--- config.mk ---
export PLATFORM = sky130hd
export DESIGN_NAME = asp_serial_port
export DESIGN_NICKNAME = d
export VERILOG_FILES = /design/src/include/asp_pkg.sv /design/src/hw/asp_serial_port.sv
export VERILOG_INCLUDE_DIRS = /design/src /design/src/include
export SDC_FILE = /design/constraint.sdc
export NUM_CORES = 1
export LEC_CHECK = 0
export BUFFER_PORTS_ARGS = -buffer_cell sky130_fd_sc_hd__buf_4
export CORE_MARGIN = 2
export CORE_UTILIZATION = 40
export DETAILED_ROUTE_END_ITERATION = 10
export MAX_ROUTING_LAYER = met4
export PLACE_DENSITY = 0.57
export SYNTH_ARGS = -nofsm -noshare
export SYNTH_HDL_FRONTEND = slang
export SYNTH_SLANG_ARGS = --single-unit
--- constraint.sdc ---
create_clock -name pclk -period 6.7 [get_ports pclk]
set_clock_uncertainty 0.2 [all_clocks]
set_input_delay 0.335 -clock pclk [delete_from_list [all_inputs] [get_ports pclk]]
set_output_delay 0.335 -clock pclk [all_outputs]
set_load 0.01 [all_outputs]
--- src/include/asp_defs.svh ---
`ifndef ASP_DEFS_SVH
`define ASP_DEFS_SVH

// ----------------------------------------
// Register byte offsets
// ----------------------------------------
`define ASP_OFF_FORMAT 12'h000
`define ASP_OFF_CONTROL 12'h004
`define ASP_OFF_BAUD 12'h008
`define ASP_OFF_STATUS 12'h00c
`define ASP_OFF_RXBUF 12'h010
`define ASP_OFF_TXBUF 12'h014

// ----------------------------------------
// Format register fields
// ----------------------------------------
`define ASP_FMT_LEN_LO 0
`define ASP_FMT_LEN_HI 2
`define ASP_FMT_ADDR_MODE 3
`define ASP_FMT_PAR_EN 4
`define ASP_FMT_PAR_EVEN 5
`define ASP_FMT_TWO_STOP 6

// ----------------------------------------
// Control register fields
// ----------------------------------------
`define ASP_CTL_RX_ON 0
`define ASP_CTL_TX_ON 1
`define ASP_CTL_SLEEP 2
`define ASP_CTL_TX_WAKE 3
`define ASP_CTL_RX_IE 4
`define ASP_CTL_TX_IE 5
`define ASP_CTL_RX_LVL 6
`define ASP_CTL_TX_LVL 7

// ----------------------------------------
// Status register fields
// ----------------------------------------
`define ASP_ST_TX_ROOM 0
`define ASP_ST_TX_IDLE 1
`define ASP_ST_RX_FULL 2
`define ASP_ST_BREAK 3
`define ASP_ST_RX_ADDR 4
`define ASP_ST_PAR_ERR 5
`define ASP_ST_FRM_ERR 6

// ----------------------------------------
// Reset values and timing counts
// ----------------------------------------
`define ASP_RST_FORMAT 7'h00
`define ASP_RST_CONTROL 8'h00
`define ASP_RST_BAUD 16'h0000
`define ASP_TICKS_PER_BIT 8
`define ASP_PHASE_LAST 3'h7
`define ASP_START_LOWS 3'h3
`define ASP_VOTE_FIRST 3'h3
`define ASP_VOTE_LAST 3'h5
`define ASP_BREAK_BITS 10
`define ASP_BREAK_TICKS 7'h50

`endif

--- src/include/asp_pkg.sv ---
package asp_pkg;

  typedef enum logic [1:0] {
    ASP_RX_HUNT = 2'b00,
    ASP_RX_FRAME = 2'b01,
    ASP_RX_BREAK = 2'b10
  } asp_rx_state_t;

  typedef enum logic {
    ASP_TX_IDLE = 1'b0,
    ASP_TX_SHIFT = 1'b1
  } asp_tx_state_t;

  typedef struct packed {
    // Configuration
    logic [6:0] fmt;
    logic [7:0] ctl;
    logic [15:0] baud;
    // Tick generator
    logic [15:0] tick_cnt;
    logic tick;
    // Receiver
    logic rx_sync1;
    logic rx_sync2;
    asp_rx_state_t rx_st;
    logic [2:0] rx_phase;
    logic [3:0] rx_idx;
    logic [1:0] rx_votes;
    logic [7:0] rx_shifter;
    logic rx_addr_bit;
    logic rx_par_bad;
    logic [6:0] rx_brk_cnt;
    logic [7:0] rx_holding;
    logic rx_full;
    logic rx_addr;
    logic line_break;
    logic par_err;
    logic frm_err;
    // Transmitter
    asp_tx_state_t tx_st;
    logic [2:0] tx_phase;
    logic [3:0] tx_left;
    logic [12:0] tx_shifter;
    logic [7:0] tx_holding;
    logic wake_latch;
    logic tx_room;
    logic tx_idle;
    logic txd;
    // Bus and requests
    logic pready;
    logic pslverr;
    logic [31:0] prdata;
    logic irq_high;
    logic irq_low;
    logic irq_high_rx;
    logic irq_low_rx;
  } asp_state_t;

endpackage

--- src/hw/asp_serial_port.sv ---
// Implementation choices: the placing of the registers and the APB slave port.
`include "asp_defs.svh"

module asp_serial_port
  import asp_pkg::*;
(
  // APB slave
  input wire logic pclk,
  input wire logic presetn,
  input wire logic psel,
  input wire logic penable,
  input wire logic pwrite,
  input wire logic [11:0] paddr,
  input wire logic [31:0] pwdata,
  output logic [31:0] prdata,
  output logic pready,
  output logic pslverr,
  // Serial link
  input wire logic serial_in_pin,
  output logic serial_out_pin,
  // Interrupt requests per level, source 1 means receive
  output logic irq_high,
  output logic irq_low,
  output logic irq_high_rx,
  output logic irq_low_rx
);

  // ----------------------------------------
  // Helpers
  // ----------------------------------------
  function automatic logic calc_parity(input logic [7:0] data, input logic [2:0] len,
                                       input logic addr_bit, input logic addr_use,
                                       input logic even);
    logic [7:0] mask;
    logic x;
    mask = 8'hff >> (3'h7 - len);
    x = ^(data & mask) ^ (addr_use & addr_bit);
    return even ? x : ~x;
  endfunction

  function automatic logic [12:0] build_frame(input logic [7:0] data, input logic [2:0] len,
                                              input logic addr_use, input logic wake,
                                              input logic par_use, input logic even);
    logic [12:0] f;
    logic [3:0] pos;
    f = 13'h1fff;
    f[0] = 1'b0;
    pos = 4'h1;
    for (int i = 0; i < 8; i++)
    begin
      if (3'(i) <= len)
      begin
        f[pos] = data[i];
        pos = pos + 4'h1;
      end
    end
    if (addr_use)
    begin
      f[pos] = wake;
      pos = pos + 4'h1;
    end
    if (par_use)
    begin
      f[pos] = calc_parity(data, len, wake, addr_use, even);
    end
    return f;
  endfunction

  asp_state_t st;
  asp_state_t next_st;

  // ----------------------------------------
  // Next state
  // ----------------------------------------
  always_comb
  begin
    logic [2:0] len;
    logic addr_use;
    logic par_use;
    logic [3:0] addr_idx;
    logic [3:0] par_idx;
    logic [3:0] stop_idx;
    logic bitv;
    logic rx_ok;
    logic setup;
    logic access;
    logic hit;
    logic tx_write;
    logic rx_read;
    logic [15:0] per;
    logic rx_req;
    logic tx_req;
    len = st.fmt[`ASP_FMT_LEN_HI:`ASP_FMT_LEN_LO];
    addr_use = st.fmt[`ASP_FMT_ADDR_MODE];
    par_use = st.fmt[`ASP_FMT_PAR_EN];
    addr_idx = {1'b0, len} + 4'h1;
    par_idx = addr_idx + {3'h0, addr_use};
    stop_idx = par_idx + {3'h0, par_use};
    bitv = st.rx_votes[1];
    rx_ok = 1'b0;
    next_st = st;
    setup = psel && !penable;
    access = psel && penable && st.pready;
    hit = (paddr <= `ASP_OFF_TXBUF) && (paddr[1:0] == 2'b00);
    tx_write = access && pwrite && (paddr == `ASP_OFF_TXBUF);
    rx_read = access && !pwrite && (paddr == `ASP_OFF_RXBUF);
    per = (st.baud == 16'h0000) ? 16'h0001 : st.baud;
    rx_req = st.ctl[`ASP_CTL_RX_IE] && (st.rx_full || st.line_break);
    tx_req = st.ctl[`ASP_CTL_TX_IE] && st.tx_room;

    // ----------------------------------------
    // Sample tick
    // ----------------------------------------
    next_st.tick = 1'b0;
    if (st.tick_cnt >= per)
    begin
      next_st.tick_cnt = 16'h0000;
      next_st.tick = 1'b1;
    end
    else
    begin
      next_st.tick_cnt = st.tick_cnt + 16'h0001;
    end

    // ----------------------------------------
    // Receiver
    // ----------------------------------------
    next_st.rx_sync1 = serial_in_pin;
    next_st.rx_sync2 = st.rx_sync1;
    if (st.tick)
    begin
      case (st.rx_st)
        ASP_RX_HUNT:
        begin
          if (st.rx_sync2)
          begin
            next_st.rx_phase = 3'h0;
          end
          else if (st.rx_phase == `ASP_START_LOWS)
          begin
            next_st.rx_st = ASP_RX_FRAME;
            next_st.rx_phase = 3'h4;
            next_st.rx_idx = 4'hf;
            next_st.rx_shifter = 8'h00;
            next_st.rx_votes = 2'h0;
          end
          else
          begin
            next_st.rx_phase = st.rx_phase + 3'h1;
          end
        end
        ASP_RX_FRAME:
        begin
          next_st.rx_phase = st.rx_phase + 3'h1;
          if (st.rx_phase >= `ASP_VOTE_FIRST && st.rx_phase <= `ASP_VOTE_LAST && st.rx_sync2)
          begin
            next_st.rx_votes = st.rx_votes + 2'h1;
          end
          if (st.rx_phase == `ASP_PHASE_LAST)
          begin
            next_st.rx_votes = 2'h0;
            next_st.rx_idx = st.rx_idx + 4'h1;
            if (st.rx_idx == 4'hf)
            begin
              next_st.rx_idx = 4'h0;
            end
            else if (st.rx_idx < addr_idx)
            begin
              next_st.rx_shifter[st.rx_idx[2:0]] = bitv;
            end
            else if (addr_use && st.rx_idx == addr_idx)
            begin
              next_st.rx_addr_bit = bitv;
            end
            else if (par_use && st.rx_idx == par_idx)
            begin
              next_st.rx_par_bad = bitv != calc_parity(st.rx_shifter, len, st.rx_addr_bit,
                                                      addr_use, st.fmt[`ASP_FMT_PAR_EVEN]);
            end
            if (st.rx_idx == stop_idx)
            begin
              // Receiver checks one stop bit only
              rx_ok = 1'b1;
              next_st.rx_phase = 3'h0;
              next_st.rx_st = bitv ? ASP_RX_HUNT : ASP_RX_BREAK;
              next_st.rx_brk_cnt = 7'h00;
            end
          end
        end
        ASP_RX_BREAK:
        begin
          if (st.rx_sync2)
          begin
            next_st.rx_st = ASP_RX_HUNT;
          end
          else if (st.rx_brk_cnt == `ASP_BREAK_TICKS - 7'h01)
          begin
            if (!st.ctl[`ASP_CTL_SLEEP])
            begin
              next_st.line_break = 1'b1;
            end
            next_st.rx_brk_cnt = st.rx_brk_cnt + 7'h01;
          end
          else if (st.rx_brk_cnt < `ASP_BREAK_TICKS)
          begin
            next_st.rx_brk_cnt = st.rx_brk_cnt + 7'h01;
          end
        end
        default:
        begin
          next_st.rx_st = ASP_RX_HUNT;
        end
      endcase
    end
    // Asleep, only an address frame may reach software
    if (rx_ok && st.ctl[`ASP_CTL_RX_ON] &&
        (!st.ctl[`ASP_CTL_SLEEP] || (addr_use && next_st.rx_addr_bit)))
    begin
      next_st.rx_holding = next_st.rx_shifter;
      next_st.rx_addr = addr_use && next_st.rx_addr_bit;
      next_st.par_err = par_use && next_st.rx_par_bad;
      next_st.frm_err = !bitv;
      next_st.rx_full = 1'b1;
    end
    else if (rx_read)
    begin
      next_st.rx_full = 1'b0;
    end

    // ----------------------------------------
    // Transmitter
    // ----------------------------------------
    if (tx_write)
    begin
      next_st.tx_holding = pwdata[7:0];
      next_st.tx_room = 1'b0;
      next_st.tx_idle = 1'b0;
    end
    case (st.tx_st)
      ASP_TX_IDLE:
      begin
        // Off only blocks new loads; a frame in flight always finishes
        if (!st.tx_room && !tx_write && st.ctl[`ASP_CTL_TX_ON])
        begin
          next_st.wake_latch = st.ctl[`ASP_CTL_TX_WAKE];
          next_st.ctl[`ASP_CTL_TX_WAKE] = 1'b0;
          next_st.tx_shifter = build_frame(st.tx_holding, len, addr_use,
                                           st.ctl[`ASP_CTL_TX_WAKE], par_use,
                                           st.fmt[`ASP_FMT_PAR_EVEN]) >> 1;
          next_st.txd = 1'b0;
          next_st.tx_left = stop_idx + 4'h2 + {3'h0, st.fmt[`ASP_FMT_TWO_STOP]};
          next_st.tx_phase = 3'h0;
          next_st.tx_room = 1'b1;
          next_st.tx_idle = 1'b0;
          next_st.tx_st = ASP_TX_SHIFT;
        end
      end
      ASP_TX_SHIFT:
      begin
        if (st.tick)
        begin
          next_st.tx_phase = st.tx_phase + 3'h1;
          if (st.tx_phase == `ASP_PHASE_LAST)
          begin
            next_st.tx_left = st.tx_left - 4'h1;
            if (st.tx_left == 4'h1)
            begin
              next_st.txd = 1'b1;
              next_st.tx_idle = 1'b1;
              next_st.tx_st = ASP_TX_IDLE;
            end
            else
            begin
              next_st.txd = st.tx_shifter[0];
              next_st.tx_shifter = {1'b1, st.tx_shifter[12:1]};
            end
          end
        end
      end
      default:
      begin
        next_st.tx_st = ASP_TX_IDLE;
      end
    endcase

    // ----------------------------------------
    // APB slave, no wait states
    // ----------------------------------------
    next_st.pready = setup;
    next_st.pslverr = setup && !hit;
    if (setup)
    begin
      case (paddr)
        `ASP_OFF_FORMAT: next_st.prdata = {25'h0, st.fmt};
        `ASP_OFF_CONTROL: next_st.prdata = {24'h0, st.ctl};
        `ASP_OFF_BAUD: next_st.prdata = {16'h0, st.baud};
        `ASP_OFF_STATUS: next_st.prdata = {25'h0, st.frm_err, st.par_err, st.rx_addr,
                                           st.line_break, st.rx_full, st.tx_idle, st.tx_room};
        `ASP_OFF_RXBUF: next_st.prdata = {24'h0, st.rx_holding};
        default: next_st.prdata = 32'h0000_0000;
      endcase
    end
    if (access && pwrite)
    begin
      case (paddr)
        `ASP_OFF_FORMAT: next_st.fmt = pwdata[6:0];
        `ASP_OFF_CONTROL: next_st.ctl = pwdata[7:0];
        `ASP_OFF_BAUD: next_st.baud = pwdata[15:0];
        `ASP_OFF_STATUS:
        begin
          // Write one clears break; a new break in the same cycle wins
          if (pwdata[`ASP_ST_BREAK] && !(next_st.line_break && !st.line_break))
          begin
            next_st.line_break = 1'b0;
          end
        end
        default:
        begin
        end
      endcase
    end

    // ----------------------------------------
    // Interrupt requests
    // ----------------------------------------
    next_st.irq_high = (rx_req && st.ctl[`ASP_CTL_RX_LVL]) ||
                       (tx_req && st.ctl[`ASP_CTL_TX_LVL]);
    next_st.irq_low = (rx_req && !st.ctl[`ASP_CTL_RX_LVL]) ||
                      (tx_req && !st.ctl[`ASP_CTL_TX_LVL]);
    next_st.irq_high_rx = rx_req && st.ctl[`ASP_CTL_RX_LVL];
    next_st.irq_low_rx = rx_req && !st.ctl[`ASP_CTL_RX_LVL];
  end

  // ----------------------------------------
  // State register
  // ----------------------------------------
  always_ff @(posedge pclk or negedge presetn)
  begin
    if (!presetn)
    begin
      st <= '0;
      st.fmt <= `ASP_RST_FORMAT;
      st.ctl <= `ASP_RST_CONTROL;
      st.baud <= `ASP_RST_BAUD;
      st.rx_sync1 <= 1'b1;
      st.rx_sync2 <= 1'b1;
      st.rx_st <= ASP_RX_HUNT;
      st.tx_st <= ASP_TX_IDLE;
      st.tx_shifter <= 13'h1fff;
      st.tx_room <= 1'b1;
      st.tx_idle <= 1'b1;
      st.txd <= 1'b1;
    end
    else
    begin
      st <= next_st;
    end
  end

  assign prdata = st.prdata;
  assign pready = st.pready;
  assign pslverr = st.pslverr;
  assign serial_out_pin = st.txd;
  assign irq_high = st.irq_high;
  assign irq_low = st.irq_low;
  assign irq_high_rx = st.irq_high_rx;
  assign irq_low_rx = st.irq_low_rx;

endmodule

==> metrics <==
maxcap violations=0; antenna violation net count after detailed routing=0; die area=27900 µm²; Port Buf Inserts=56; Die Height=167 µm; Worst slew margin=19.3%; # DRC=0; Clock power frac=50.9%; htree depth=4; die width=167 µm; unrepaired setup endpoints after global routing=false; internal power=0.00146 W; Num Clock Sinks=about 150; Final HPWL DP=20.5 mm; Slew @ Worst Pin=1.21 ns; clk_lat worst skew=0.42 ns; total negative slack=0 ns; Area contributors post-synth=dfrtp_1 30%, ha_1 7.8%, nand2_1 5.1%; most common cell after layout, fill and taps aside=nand2_1; I/O pins=89; post-synth top area share=29.9%; Leak=roughly 5.3 nW; Fin. Hold Viols=0; Worst setup SP type=flip-flop; Final #Nets=1342; Final period util=91.4%; initial core utilization=40.8%; first-pass GRT wire length=45.0 mm; Tot GR Track Use=20.5%; Syn Area/Cell=8.87 µm²; worst hold slack=between 0.02 and 0.03 ns; critical path type=flip-flop to flip-flop; Core Area=26100 µm²; sequential power share=46.0%; Diodes inserted=0; Gate power share=3.1%; Rows=59; top cell type by total area after synthesis=dfrtp_1; number of global-route vias before repair=about 8600; Worst Path Max Fanout=10; clock buffer depth=2; Gate Count Post-Synth=1198; WL final=27.6 mm; worst slack at placement=between 0.4 and 0.5 ns; final setup violation count=0; layout cell share with drive strength beyond 1=16.0%; register area share after synthesis=34.4%; non-filler cells, final=approximately 1600; ys flop type=dfrtp_1; Ys Warns=0; clock-pin slew on the worst setup and hold paths=approximately 0.06 ns; initial antenna violation count=0; Sw Ratio=23.5%; Placed Cells=1524; Initial DRC Count=about 660; Worst Path Required=just under 7 ns; synthesized area=10600 µm²; Pre-antenna DRT Iters=5; reg2reg setup slack=around 0.58 ns; Netlist cell types=87; GP Congestion=roughly 0.82; largest net degree at the start of global routing=80; worst setup margin=slightly below 0.6 ns; Area growth, synth to finish=12.0%; WL/cell=about 18 µm; status=finished, final reports clean; via count=8755; fin. max-slew vios=0; Post-synth EDFFs=0; DR vias/cell=5.57; Peak VDD IR=0.134 mV; #FFs+latches synth=145; CTS tree=yes; nature of the critical path endpoint=flip-flop; commonest non-fill, non-tap cells in the layout=143 x nand2_1, 127 x dfrtp_1, 77 x o21ai_0; total CTS buffers=17; clock period minus worst slack=6.12 ns; FFs w/ async S/R, synth=between 90% and 100%; grt ovf=0; fmax=0.163 GHz; Data arrival, critical path=between 6 and 7 ns; switching pwr=0.000449 W; PwrDens=161 nW/µm²; worst hold path class=input port to flip-flop; postcts setup bufs=0; clock root cell=clkbuf_16
layout make-up:
cell class,instances,area (µm²)
clock buffer,18,429
sequential,145,3650
multi-input combinational,909,6290
tap,335,419
clock inverter,14,169
timing repair buffer,86,692
fill,2595,14200
inverter,66,248
flip-flops by register name, summed over array words and instances, names as in the netlist:
| signal | flops |
|---|---|
| pslverr | 1 |
| st | 121 |
| irq_high_rx | 1 |
| pready | 1 |
| irq_low | 1 |
| prdata | 16 |
| irq_high | 1 |
| irq_low_rx | 1 |
| next_st | 1 |
| serial_out_pin | 1 |
what timing repair did:
action,4_1_cts,5_1_grt
hold buffers,17,0
setup endpoints to repair,0,6
gates resized for setup,0,2
endpoints found under the hold margin,83,0
per-stage QoR:
step / total power, W / area, µm² / util (%)
after CTS: 0.00193 / 11900 / 45.6
after global routing: 0.00198 / 11900 / 45.7
final: 0.00191 / 11900 / 45.7
after global placement: 0.000949 / 11100 / 42.7
after floorplan: 0.000913 / 10700 / -
after detailed placement: 0.000949 / 11100 / 42.7
power groups by stage:
| stage | clock network, W | registers, W | logic, W |
|---|---|---|---|
| after CTS | 0.000989 | 0.000879 | 0.0000618 |
| after floorplan | 0 | 0.000895 | 0.0000179 |
| after global placement | 0 | 0.000895 | 0.0000539 |
| after detailed placement | 0 | 0.000895 | 0.0000538 |
| final | 0.000972 | 0.000879 | 0.0000601 |
| after global routing | 0.00104 | 0.000878 | 0.0000676 |
worst max-delay path: stages (launching register included):
cell	delay [ns]
dfrtp_1	0.54
inv_2	0.12
ha_1	0.31
nor4_2	0.27
inv_1	0.15
fa_1	0.59
inv_2	0.11
xnor2_1	0.27
ha_1	0.32
nor2_1	0.12
a21oi_1	0.08
ha_1	0.33
o21ai_0	0.10
a22o_4	0.25
ha_1	0.27
nand2_1	0.08
o21ai_4	0.11
inv_2	0.08
ha_1	0.28
and3_1	0.20
a21oi_1	0.17
nand2_1	0.11
a211oi_1	0.51
nand3_1	0.18
o211ai_1	0.21
a21o_1	0.11
routing by layer:
layer  wire, µm  global-route usage, %  vias to the layer above
met5          0                      -                        -
met1      12900                   26.9                     4280
met4        375                   4.46                        0
met3        843                   3.18                       29
met2      13500                   33.6                      136
li1           -                      -                     4310
Yosys cell counts (22+ instances only):
cell type / n
a21oi_1: 46
inv_1: 61
nor3_1: 28
clkbuf_1: 42
mux2_2: 40
nand3_1: 57
a21o_1: 22
xor2_1: 26
ha_1: 66
o21ai_0: 77
buf_4: 34
nand2_1: 143
dfrtp_1: 127
mux2i_1: 25
nor2_1: 75
xnor2_1: 30
logic make-up after synthesis:
kind of cell / synth area share (%)
AOI/OAI and AO/OA: 18.9
xor gates and xnor gates: 5.76
adders and majority gates: 7.96
buffers and inverters: 7.23
DFF: 34.4
muxes: 7.59
other: 0.0353
and+or+nand+nor: 18.2
worst paths after layout:
| check | cells past startpoint | endpoint | from |
|---|---|---|---|
| max | 25 | st[51]$_DFFE_PN1P_ | st[156]$_DFFE_PN0P_ |
| min | 3 | pslverr$_DFF_PN0_ | paddr[4] |
| max reg2reg | 25 | st[51]$_DFFE_PN1P_ | st[156]$_DFFE_PN0P_ |
| min reg2reg | 0 | st[112]$_DFF_PN1_ | next_st[112]$_DFF_PN1_ |
| max in group asynchronous | 3 | st[158]$_DFFE_PN0P_ | presetn |
| min in group asynchronous | 2 | st[67]$_DFFE_PN0P_ | presetn |
Power figures use the tool's default switching activity.
